[src/design/pcgc_map.vh]
// Register numbers, field positions and widths for the counter global control block.
`ifndef PCGC_MAP_VH
`define PCGC_MAP_VH
// Model register numbers (12-bit address space of this block).
`define PCGC_ADDR_COUNTER0 12'h0C1
`define PCGC_ADDR_COUNTER4 12'h0C5
`define PCGC_ADDR_COUNTER7 12'h0C8
`define PCGC_ADDR_SELECTOR0 12'h186
`define PCGC_ADDR_ALIAS0 12'h4C1
`define PCGC_ADDR_CAPABILITIES 12'h345
`define PCGC_ADDR_FIXED_CTRL 12'h38D
`define PCGC_ADDR_GLOBAL_STATUS 12'h38E
`define PCGC_ADDR_GLOBAL_ENABLE 12'h38F
`define PCGC_ADDR_OVERFLOW_CLEAR 12'h390
// Field positions.
`define PCGC_FIXED_BASE 32
`define PCGC_BUF_FULL_BIT 62
`define PCGC_COND_CHG_BIT 63
`define PCGC_FW_WRITE_BIT 13
`define PCGC_SEL_USR_BIT 16
`define PCGC_SEL_OS_BIT 17
`define PCGC_SEL_EN_BIT 22
// Counter width and counter counts.
`define PCGC_CTR_WIDTH 48
`define PCGC_GEN_COUNT 8
`define PCGC_FIX_COUNT 3
`endif

[src/design/pcgc_global_ctrl.v]
// Global enable, overflow status and clear for the performance counters.
`timescale 1ns/1ps
`include "pcgc_map.vh"
// Notes on behaviour
// - Upper four enables valid only when count eight.
// - Setting upper enables with count four faults.
// - Count needs global and privilege enables both.
// - One overflow status bit per counter.
// - Extra status bit flags precise-sampling overflow.
// - Condition-changed flag set on each accepted global-enable write.
// - Overflow arms; next event makes sample.
// - Bounds checked against save area first.
// - Pass: store record, clear status, reload.
// - Fail: skip store; status kept, no reload.
// - Buffer full sets buffer-overflow status flag.
// - One clear-register write clears selected flags.
// - Eight counters; count field reports four or eight.
// - Shared core shows only counters zero to three.
// - Unshared core shows eight at 0C1H-0C8H.
// - Count four faults upper counters, bits 7:4.
// - Capability bit 13 advertises full-width writes.
// - Normal write loads sign-extended low 32 bits.
// - Alias write loads counter at full width.
// - Sample clears only overflowed precise-enabled bits.
module pcgc_global_ctrl #(
  parameter WIDTH = `PCGC_CTR_WIDTH,
  parameter NGEN = `PCGC_GEN_COUNT,
  parameter NFIX = `PCGC_FIX_COUNT
) (
  ref_clk,
  rst_n,
  coreShared,
  regWrite,
  regRead,
  regAddr,
  regWdata,
  privUser,
  genEvent,
  fixEvent,
  preciseEnable,
  reloadValue,
  boundsOk,
  bufferFull,
  regRdata,
  regDone,
  protectionFault,
  recordStore,
  recordCounter,
  counterCount
);
  input wire ref_clk;
  input wire rst_n;
  input wire coreShared;                 // Core shared by two logical processors.
  input wire regWrite;                   // Register write strobe.
  input wire regRead;                    // Register read strobe.
  input wire [11:0] regAddr;             // Register number.
  input wire [63:0] regWdata;            // Write data.
  input wire privUser;                   // Current privilege is user level.
  input wire [NGEN-1:0] genEvent;        // Events for general counters.
  input wire [NFIX-1:0] fixEvent;        // Events for fixed counters.
  input wire [3:0] preciseEnable;        // Precise sampling enable, counters 0-3.
  input wire [WIDTH-1:0] reloadValue;    // Reload value from the save area.
  input wire boundsOk;                   // Save-area bounds check result.
  input wire bufferFull;                 // Sample buffer has filled.
  output reg [63:0] regRdata;
  output reg regDone;                    // Access finished, one cycle.
  output reg protectionFault;            // Access faulted, one cycle.
  output reg recordStore;                // Sample record written, one cycle.
  output reg [1:0] recordCounter;        // Counter that produced the record.
  output reg [7:0] counterCount;         // Reported counter count field.

  // =====================================================
  // Decoding
  // Returns one when the counter privilege bits allow counting now.
  function privOk;
    input usr;
    input os;
    input isUser;
    begin
      privOk = isUser ? usr : os;
    end
  endfunction

  reg [63:0] enable_q;                   // Global enable register.
  reg [63:0] status_q;                   // Global status register.
  reg [63:0] sel_q [0:NGEN-1];           // Event selectors.
  reg [11:0] fixCtrl_q;                  // Fixed counter control.
  reg [1:0] sampleIdx_q;
  reg samplePend_q;
  reg sampleOk_q;
  wire [WIDTH-1:0] genCount [0:NGEN-1];
  wire [NGEN-1:0] genWrap;
  wire [NGEN-1:0] genSample;
  wire [NFIX-1:0] fixWrap;
  wire [WIDTH-1:0] fixCount [0:NFIX-1];
  wire eight;
  wire [63:0] ctrWriteVal;
  wire [63:0] upperMask;
  wire [3:0] clearHit;

  assign eight = ~coreShared;
  assign upperMask = 64'h0000_0000_0000_00F0;
  assign ctrWriteVal = {{32{regWdata[31]}}, regWdata[31:0]};

  // =====================================================
  // Access checks
  reg fault;
  reg known;
  reg [63:0] rd;
  reg [3:0] gIdx;
  integer k;

  // Decodes the register number and checks for faulting accesses.
  always @* begin
    fault = 1'b0;
    known = 1'b1;
    rd = 64'h0;
    gIdx = 4'h0;
    if (regAddr >= `PCGC_ADDR_COUNTER0 && regAddr <= `PCGC_ADDR_COUNTER7) begin
      gIdx = regAddr[3:0] - 4'h1;
      rd = {{(64-WIDTH){1'b0}}, genCount[gIdx[2:0]]};
      fault = !eight && regAddr >= `PCGC_ADDR_COUNTER4;
    end else if (regAddr >= `PCGC_ADDR_ALIAS0 && regAddr < `PCGC_ADDR_ALIAS0 + 12'h008) begin
      gIdx = regAddr[3:0] - 4'h1;
      rd = {{(64-WIDTH){1'b0}}, genCount[gIdx[2:0]]};
      fault = !eight && gIdx[2];
    end else if (regAddr >= `PCGC_ADDR_SELECTOR0 && regAddr < `PCGC_ADDR_SELECTOR0 + 12'h008) begin
      gIdx = regAddr[3:0] - 4'h6;
      rd = sel_q[gIdx[2:0]];
      fault = !eight && gIdx[2];
    end else begin
      case (regAddr)
        `PCGC_ADDR_GLOBAL_ENABLE: begin
          rd = enable_q;
          fault = regWrite && !eight && |(regWdata & upperMask);
        end
        `PCGC_ADDR_GLOBAL_STATUS: begin
          rd = status_q;
          fault = regWrite; // Read-only register.
        end
        `PCGC_ADDR_OVERFLOW_CLEAR: begin
          fault = regRead || (!eight && |(regWdata & upperMask));
        end
        `PCGC_ADDR_FIXED_CTRL: begin
          rd = {52'h0, fixCtrl_q};
        end
        `PCGC_ADDR_CAPABILITIES: begin
          rd = 64'h0000_0000_0000_2000;
          fault = regWrite;
        end
        default: begin
          known = 1'b0;
        end
      endcase
    end
    if (!known) begin
      fault = 1'b1;
    end
  end

  wire wrOk;
  assign wrOk = regWrite && !fault;

  // =====================================================
  // Counters
  genvar g;
  generate
    for (g = 0; g < NGEN; g = g + 1) begin : genCtr
      wire en;
      wire nrm;
      wire ali;
      assign en = enable_q[g] && sel_q[g][`PCGC_SEL_EN_BIT] &&
        privOk(sel_q[g][`PCGC_SEL_USR_BIT], sel_q[g][`PCGC_SEL_OS_BIT], privUser);
      assign nrm = wrOk && regAddr == `PCGC_ADDR_COUNTER0 + g;
      assign ali = wrOk && regAddr == `PCGC_ADDR_ALIAS0 + g;
      pcgc_counter #(.WIDTH(WIDTH)) u_ctr (
        .ref_clk(ref_clk),
        .rst_n(rst_n),
        .countEn(en),
        .eventIn(genEvent[g]),
        .preciseEn(g < 4 ? preciseEnable[g % 4] : 1'b0),
        .loadEn(nrm | ali),
        .loadVal(ali ? regWdata[WIDTH-1:0] : ctrWriteVal[WIDTH-1:0]),
        .reloadEn(samplePend_q && sampleOk_q && sampleIdx_q == g),
        .reloadVal(reloadValue),
        .count(genCount[g]),
        .wrapPulse(genWrap[g]),
        .sampleReq(genSample[g])
      );
    end
    for (g = 0; g < NFIX; g = g + 1) begin : fixCtr
      wire en;
      assign en = enable_q[`PCGC_FIXED_BASE + g] &&
        privOk(fixCtrl_q[4*g+1], fixCtrl_q[4*g], privUser);
      pcgc_counter #(.WIDTH(WIDTH)) u_ctr (
        .ref_clk(ref_clk),
        .rst_n(rst_n),
        .countEn(en),
        .eventIn(fixEvent[g]),
        .preciseEn(1'b0),
        .loadEn(1'b0),
        .loadVal({WIDTH{1'b0}}),
        .reloadEn(1'b0),
        .reloadVal({WIDTH{1'b0}}),
        .count(fixCount[g]),
        .wrapPulse(fixWrap[g]),
        .sampleReq()
      );
    end
  endgenerate

  // =====================================================
  // Sampling flow
  // Picks the lowest pending sample, checks bounds, stores or skips.
  always @(posedge ref_clk or negedge rst_n) begin
    if (!rst_n) begin
      samplePend_q <= 1'b0;
      sampleOk_q <= 1'b0;
      sampleIdx_q <= 2'h0;
      recordStore <= 1'b0;
      recordCounter <= 2'h0;
    end else begin
      recordStore <= 1'b0;
      samplePend_q <= 1'b0;
      if (samplePend_q && sampleOk_q) begin
        recordStore <= 1'b1;
        recordCounter <= sampleIdx_q;
      end
      // Bounds are checked in the request cycle, before any store.
      if (|genSample[3:0]) begin
        samplePend_q <= 1'b1;
        sampleOk_q <= boundsOk;
        sampleIdx_q <= genSample[0] ? 2'h0 : genSample[1] ? 2'h1 :
          genSample[2] ? 2'h2 : 2'h3;
      end
    end
  end

  assign clearHit = (samplePend_q && sampleOk_q) ?
    (preciseEnable & status_q[3:0]) : 4'h0;

  // =====================================================
  // Registers
  reg [63:0] setBits;
  reg [63:0] clrBits;

  // Gathers status set and clear terms; sets win over clears.
  always @* begin
    setBits = 64'h0;
    clrBits = 64'h0;
    setBits[NGEN-1:0] = genWrap;
    setBits[`PCGC_FIXED_BASE +: NFIX] = fixWrap;
    setBits[`PCGC_BUF_FULL_BIT] = bufferFull;
    setBits[`PCGC_COND_CHG_BIT] = wrOk && regAddr == `PCGC_ADDR_GLOBAL_ENABLE;
    for (k = 0; k < 4; k = k + 1) begin
      setBits[`PCGC_BUF_FULL_BIT - 1] = setBits[`PCGC_BUF_FULL_BIT - 1] |
        (genWrap[k] & preciseEnable[k]);
    end
    clrBits[3:0] = clearHit;
    if (wrOk && regAddr == `PCGC_ADDR_OVERFLOW_CLEAR) begin
      clrBits = clrBits | regWdata;
    end
  end

  // Holds the software registers and answers accesses.
  always @(posedge ref_clk or negedge rst_n) begin
    if (!rst_n) begin
      enable_q <= 64'h0;
      status_q <= 64'h0;
      fixCtrl_q <= 12'h0;
      regRdata <= 64'h0;
      regDone <= 1'b0;
      protectionFault <= 1'b0;
      counterCount <= 8'h4;
    end else begin
      counterCount <= eight ? 8'h8 : 8'h4;
      status_q <= (status_q & ~clrBits) | setBits;
      regDone <= (regWrite | regRead) & ~fault;
      protectionFault <= (regWrite | regRead) & fault;
      if (regRead && !fault) begin
        regRdata <= rd;
      end
      if (wrOk && regAddr == `PCGC_ADDR_GLOBAL_ENABLE) begin
        enable_q <= regWdata & {29'h0, {NFIX{1'b1}}, 24'h0, {NGEN{1'b1}}};
      end
      if (wrOk && regAddr == `PCGC_ADDR_FIXED_CTRL) begin
        fixCtrl_q <= regWdata[11:0];
      end
    end
  end

  generate
    for (g = 0; g < NGEN; g = g + 1) begin : selReg
      // Event selector storage.
      always @(posedge ref_clk or negedge rst_n) begin
        if (!rst_n) begin
          sel_q[g] <= 64'h0;
        end else if (wrOk && regAddr == `PCGC_ADDR_SELECTOR0 + g) begin
          sel_q[g] <= regWdata;
        end
      end
    end
  endgenerate
endmodule // pcgc_global_ctrl

[src/design/pcgc_counter.v]
// One counter with enable gating, overflow and precise-sampling arming.
`timescale 1ns/1ps
`include "pcgc_map.vh"
module pcgc_counter #(
  parameter WIDTH = `PCGC_CTR_WIDTH
) (
  ref_clk,
  rst_n,
  countEn,
  eventIn,
  preciseEn,
  loadEn,
  loadVal,
  reloadEn,
  reloadVal,
  count,
  wrapPulse,
  sampleReq
);
  input wire ref_clk;
  input wire rst_n;
  input wire countEn;             // Global AND privilege enable.
  input wire eventIn;             // One event this cycle.
  input wire preciseEn;           // Counter set up for precise sampling.
  input wire loadEn;              // Software load.
  input wire [WIDTH-1:0] loadVal; // Software load value.
  input wire reloadEn;            // Reload after a stored sample.
  input wire [WIDTH-1:0] reloadVal;
  output reg [WIDTH-1:0] count;
  output reg wrapPulse;           // Registered wrap, one cycle.
  output reg sampleReq;           // Registered precise-sampling request, one cycle.

  // =====================================================
  // Counting
  reg armed_q; // Overflow seen; next counted event samples.
  wire step;
  wire wrap;
  assign step = countEn & eventIn;
  assign wrap = step & (&count);

  // Counts events, arms on wrap, raises sample request on the next event.
  always @(posedge ref_clk or negedge rst_n) begin
    if (!rst_n) begin
      count <= {WIDTH{1'b0}};
      armed_q <= 1'b0;
      wrapPulse <= 1'b0;
      sampleReq <= 1'b0;
    end else begin
      wrapPulse <= wrap;
      sampleReq <= 1'b0;
      if (loadEn) begin
        count <= loadVal;
        armed_q <= 1'b0;
      end else if (reloadEn) begin
        count <= reloadVal;
      end else if (step) begin
        count <= count + {{(WIDTH-1){1'b0}}, 1'b1};
        if (armed_q) begin
          sampleReq <= 1'b1;
          armed_q <= 1'b0;
        end else if (wrap && preciseEn) begin
          armed_q <= 1'b1;
        end
      end
      if (!preciseEn) begin
        armed_q <= 1'b0;
      end
    end
  end
endmodule // pcgc_counter

[config.mk]
export PLATFORM = sky130hd
export DESIGN_NAME = pcgc_global_ctrl
export DESIGN_NICKNAME = d
export VERILOG_FILES = /design/src/design/pcgc_global_ctrl.v /design/src/design/pcgc_counter.v
export VERILOG_INCLUDE_DIRS = /design/src /design/src/design
export SDC_FILE = /design/constraint.sdc
export NUM_CORES = 2
export LEC_CHECK = 0
export BUFFER_PORTS_ARGS = -buffer_cell sky130_fd_sc_hd__buf_2
export CAP_MARGIN = 20
export CORE_UTILIZATION = 60
export CTS_BUF_LIST = sky130_fd_sc_hd__clkbuf_16
export CTS_CLUSTER_SIZE = 25
export DETAILED_ROUTE_END_ITERATION = 7
export PLACE_DENSITY_LB_ADDON = 0.2
export SYNTH_ARGS = -nofsm -noshare
export SYNTH_HDL_FRONTEND = slang
export SYNTH_SLANG_ARGS = --single-unit
export TNS_END_PERCENT = 1
[constraint.sdc]
create_clock -name ref_clk -period 5 [get_ports ref_clk]
set_input_delay 1.5 -clock ref_clk [delete_from_list [all_inputs] [get_ports ref_clk]]
set_output_delay 1.5 -clock ref_clk [all_outputs]
set_load 0.005 [all_outputs]
==> impl_metrics.json <==
{
  "crit_required_ns": 5.64,
  "fin_area_mm2": 0.0737,
  "clkTransAtPathRegs_ns": 0.06,
  "drive_gt1_share_pct": 23.2,
  "clock_sinks": 1221,
  "slowest_delay_ns": 0.70,
  "finalClockSkew_ns": 0.0265,
  "grt_start_max_net_pins": 106,
  "overflow": 0,
  "crit-reg2reg-capture": "genCtr[3].u_ctr.armed_q",
  "grt_pass1_vias": 50300,
  "dp_hpwl_mm": 157,
  "synth_cells": 5844,
  "period_minus_slack_ns": 3.87,
  "cts_tree": "done",
  "peakVddDrop_mv": 0.298,
  "wl_per_cell_um": 29.8,
  "status": "complete, no violations",
  "setup_viol": 0,
  "syn_area_per_cell_um2": 11.3,
  "area_growth_pct": 11.5,
  "critical_path.endpoint_type": "register",
  "rsz0062_at_grt": "no",
  "via_count": 51400,
  "initial_core_util_pct": 60.6,
  "tightest_slew_ns": 1.21,
  "fp.dieW_um": 334,
  "fillCellCount": 8149,
  "synthAdderAreaFrac_pct": 0.303,
  "synthArstFlopShare_pct": 100,
  "ys_ff_latch": 1221,
  "cts_max_path_buffers": 3,
  "hold_viol_final": 0,
  "synth_mux_area_share_pct": 22.6,
  "cts_htree_levels": 4,
  "syn_area_mm2": 0.0661,
  "gr-usage-all-layers_pct": 40.5,
  "reg2reg_depth": 6,
  "hold_path_end": "fixCtr[1].u_ctr.count[41]",
  "p_leak_nw": 33.9,
  "core-area_mm2": 0.109,
  "final_antenna_net_count": 0,
  "ctsHoldBuffers": 0,
  "place.gp.congestion": 1.06,
  "io_buffer_count": 217,
  "synth-compound-area-share_pct": 7.65,
  "synth_top_family_by_area": "multiplexers",
  "pre_cts_slack_ns": 0.398,
  "synth-main-ff-cell": "dfrtp_1",
  "cts_root_buffer": "clkbuf_16",
  "crit_fanout": 38,
  "drv_slew": 0,
  "hp-class": "register to register",
  "slew_headroom_pct": 19.2,
  "fin_setup_tns_ns": 0,
  "worstPathArrival_ns": 4.50,
  "first_pass_iters": 8,
  "drc": 0,
  "drtIter0Drc": 5988,
  "antenna_found_initial": 26,
  "grt_pass1_wl_mm": 334,
  "synth_edf_count": 0,
  "whs_path_depth": 1,
  "dieArea_mm2": 0.112,
  "ys_seq_area_share_pct": 46.2,
  "crit_path_top_delay_cell": "a32oi_1",
  "fin_nets": 6146,
  "worst_setup_path_start_kind": "input port",
  "reg2reg_slack_ns": 1.67,
  "drv_cap": 0,
  "synth-simple-area-share_pct": 13.6,
  "dp_cells": 7260,
  "via_per_inst": 6.84,
  "cts-buffers-inserted": 135,
  "fp-row-count": 121,
  "cts_resized": 0,
  "yosysWarnings": 0,
  "clock_latency_ns": 0.77,
  "ios": 224,
  "dieHeight_um": 334,
  "fin_ws_ns": 1.13,
  "placed_area_mm2": 0.0693,
  "wirelength_mm": 224,
  "crit_type": "input port to register",
  "synth_cell_type_count": 96,
  "powerDensity_mw_per_mm2": 288,
  "postCtsSetupBuffers": 0,
  "reg2reg_from": "genCtr[3].u_ctr.count[2]",
  "period_share_pct": 77.3,
  "total_power_mw": 21.2,
  "synth_xor_area_share_pct": 6.17,
  "hold_start": "fixCtr[1].u_ctr.count[41]",
  "fmax_ghz": 0.259,
  "layoutNonFillerInstCount": 7516,
  "crit_chain": "buf_6 > inv_1 > ha_1 > or4b_4 > o21a_1 > a32oi_1 > a211o_4 > buf_12 > mux2_2"
}
[cell usage in the layout (no fill, tap or decap), types with 162 or more instances in the layout]
cell,n
nand2_1,531
o21ai_0,275
nor2_1,272
buf_2,214
xor2_1,221
nand4_1,162
mux2i_1,164
mux4_2,224
a21oi_1,165
dfrtp_1,1220
xnor2_1,244
mux2_2,415
nand3_1,210
[worst max-delay path by stage]
stage / slack [ns] / cells past startpoint / from / endpoint
4_1_cts: 1.20 / 9 / regAddr[1] / sel_q[123]
5_1_grt: 1.04 / 9 / regAddr[1] / sel_q[123]
3_5_place_dp: 0.40 / 9 / regAddr[1] / sel_q[66]
2_1_floorplan: 0.002 / 15 / regAddr[0] / sel_q[240]
3_3_place_gp: 0.48 / 9 / regAddr[1] / sel_q[73]
6_report: 1.13 / 9 / regAddr[1] / sel_q[123]
[cells in the mapped netlist, drive strengths merged (29+ instances only)]
library cell,instances,area (um2)
clkbuf,256,961
and2,37,231
nand4,163,1030
mux2i,164,1640
o21ai,276,1390
and4,84,736
xnor2,244,2140
buf,152,922
nor3,136,686
mux4,224,5040
nand3,212,1060
o22ai,35,219
nor4,82,547
or3,38,238
or4,29,218
and3,110,693
dfrtp,1220,30500
a31oi,38,238
nand2,532,2000
mux2,693,8280
a21oi,166,831
a211oi,49,368
xor2,222,1940
a21boi,58,447
nor2,274,1040
inv,93,349
[power by group]
part | switching, mW | internal (mW) | leakage (nW)
Sequential | 0.0953 | 9.95 | 16.7
Clock | 4.30 | 5.57 | 2.24
Combinational | 0.900 | 0.380 | 15.0
Total | 5.29 | 15.9 | 33.9
[registers in the layout, indices dropped and copies added, names as in the netlist]
| register | flops |
|---|---|
| sel_q | 512 |
| genCtr.u_ctr.count | 384 |
| fixCtr.u_ctr.count | 144 |
| regRdata | 64 |
| status_q | 64 |
| fixCtrl_q | 12 |
| enable_q | 11 |
| genCtr.u_ctr.wrapPulse | 8 |
| genCtr.u_ctr.armed_q | 4 |
| genCtr.u_ctr.sampleReq | 4 |
| fixCtr.u_ctr.wrapPulse | 3 |
| counterCount | 2 |
| recordCounter | 2 |
| sampleIdx_q | 2 |
| protectionFault | 1 |
| recordStore | 1 |
| regDone | 1 |
| sampleOk_q | 1 |
| samplePend_q | 1 |
[area by class of cell]
type | count | area (um2) | area share (%)
flip-flops and latches | 1221 | 30600 | 41.5
multi-input cells | 4126 | 33600 | 45.5
well taps | 1414 | 1770 | 2.40
repair buffers | 405 | 3090 | 4.20
inverters | 94 | 353 | 0.479
clock buffers | 140 | 3500 | 4.75
clock inverters | 105 | 830 | 1.13
diodes | 11 | 27.5 | 0.0374
[worst max-delay path: cells and delay by family]
kind	cells	cell delay [ns]
buffers and inverters	3	0.50
muxes	1	0.38
AOI/OAI and AO/OA	3	1.15
and+or+nand+nor	1	0.57
adders and majority gates	1	0.36
[per-stage QoR]
step           util, %  hold WS (ns)
5_1_grt           67.6         0.475
2_1_floorplan        -         0.418
3_5_place_dp      63.6         0.451
4_1_cts           67.6         0.461
3_3_place_gp      63.6         0.439
6_report          67.6         0.463
[logic make-up after synthesis]
kind of cell               count (synthesis)
AOI/OAI and AO/OA                        793
xor gates and xnor gates                 466
adders and majority gates                 16
buffers and inverters                    502
DFF                                     1221
muxes                                   1081
other                                      1
and+or+nand+nor                         1764
[per-layer routing]
metal | part of all wire (%) | vias up | track usage (%)
li1 | - | 21700 | -
met1 | 39 | 26100 | 55.4
met2 | 44 | 2906 | 59.1
met3 | 11 | 632 | 10.9
met4 | 6.0 | 24 | 21.4
met5 | 0.072 | - | 0
No activity file was read; power rests on OpenSTA's default activity.
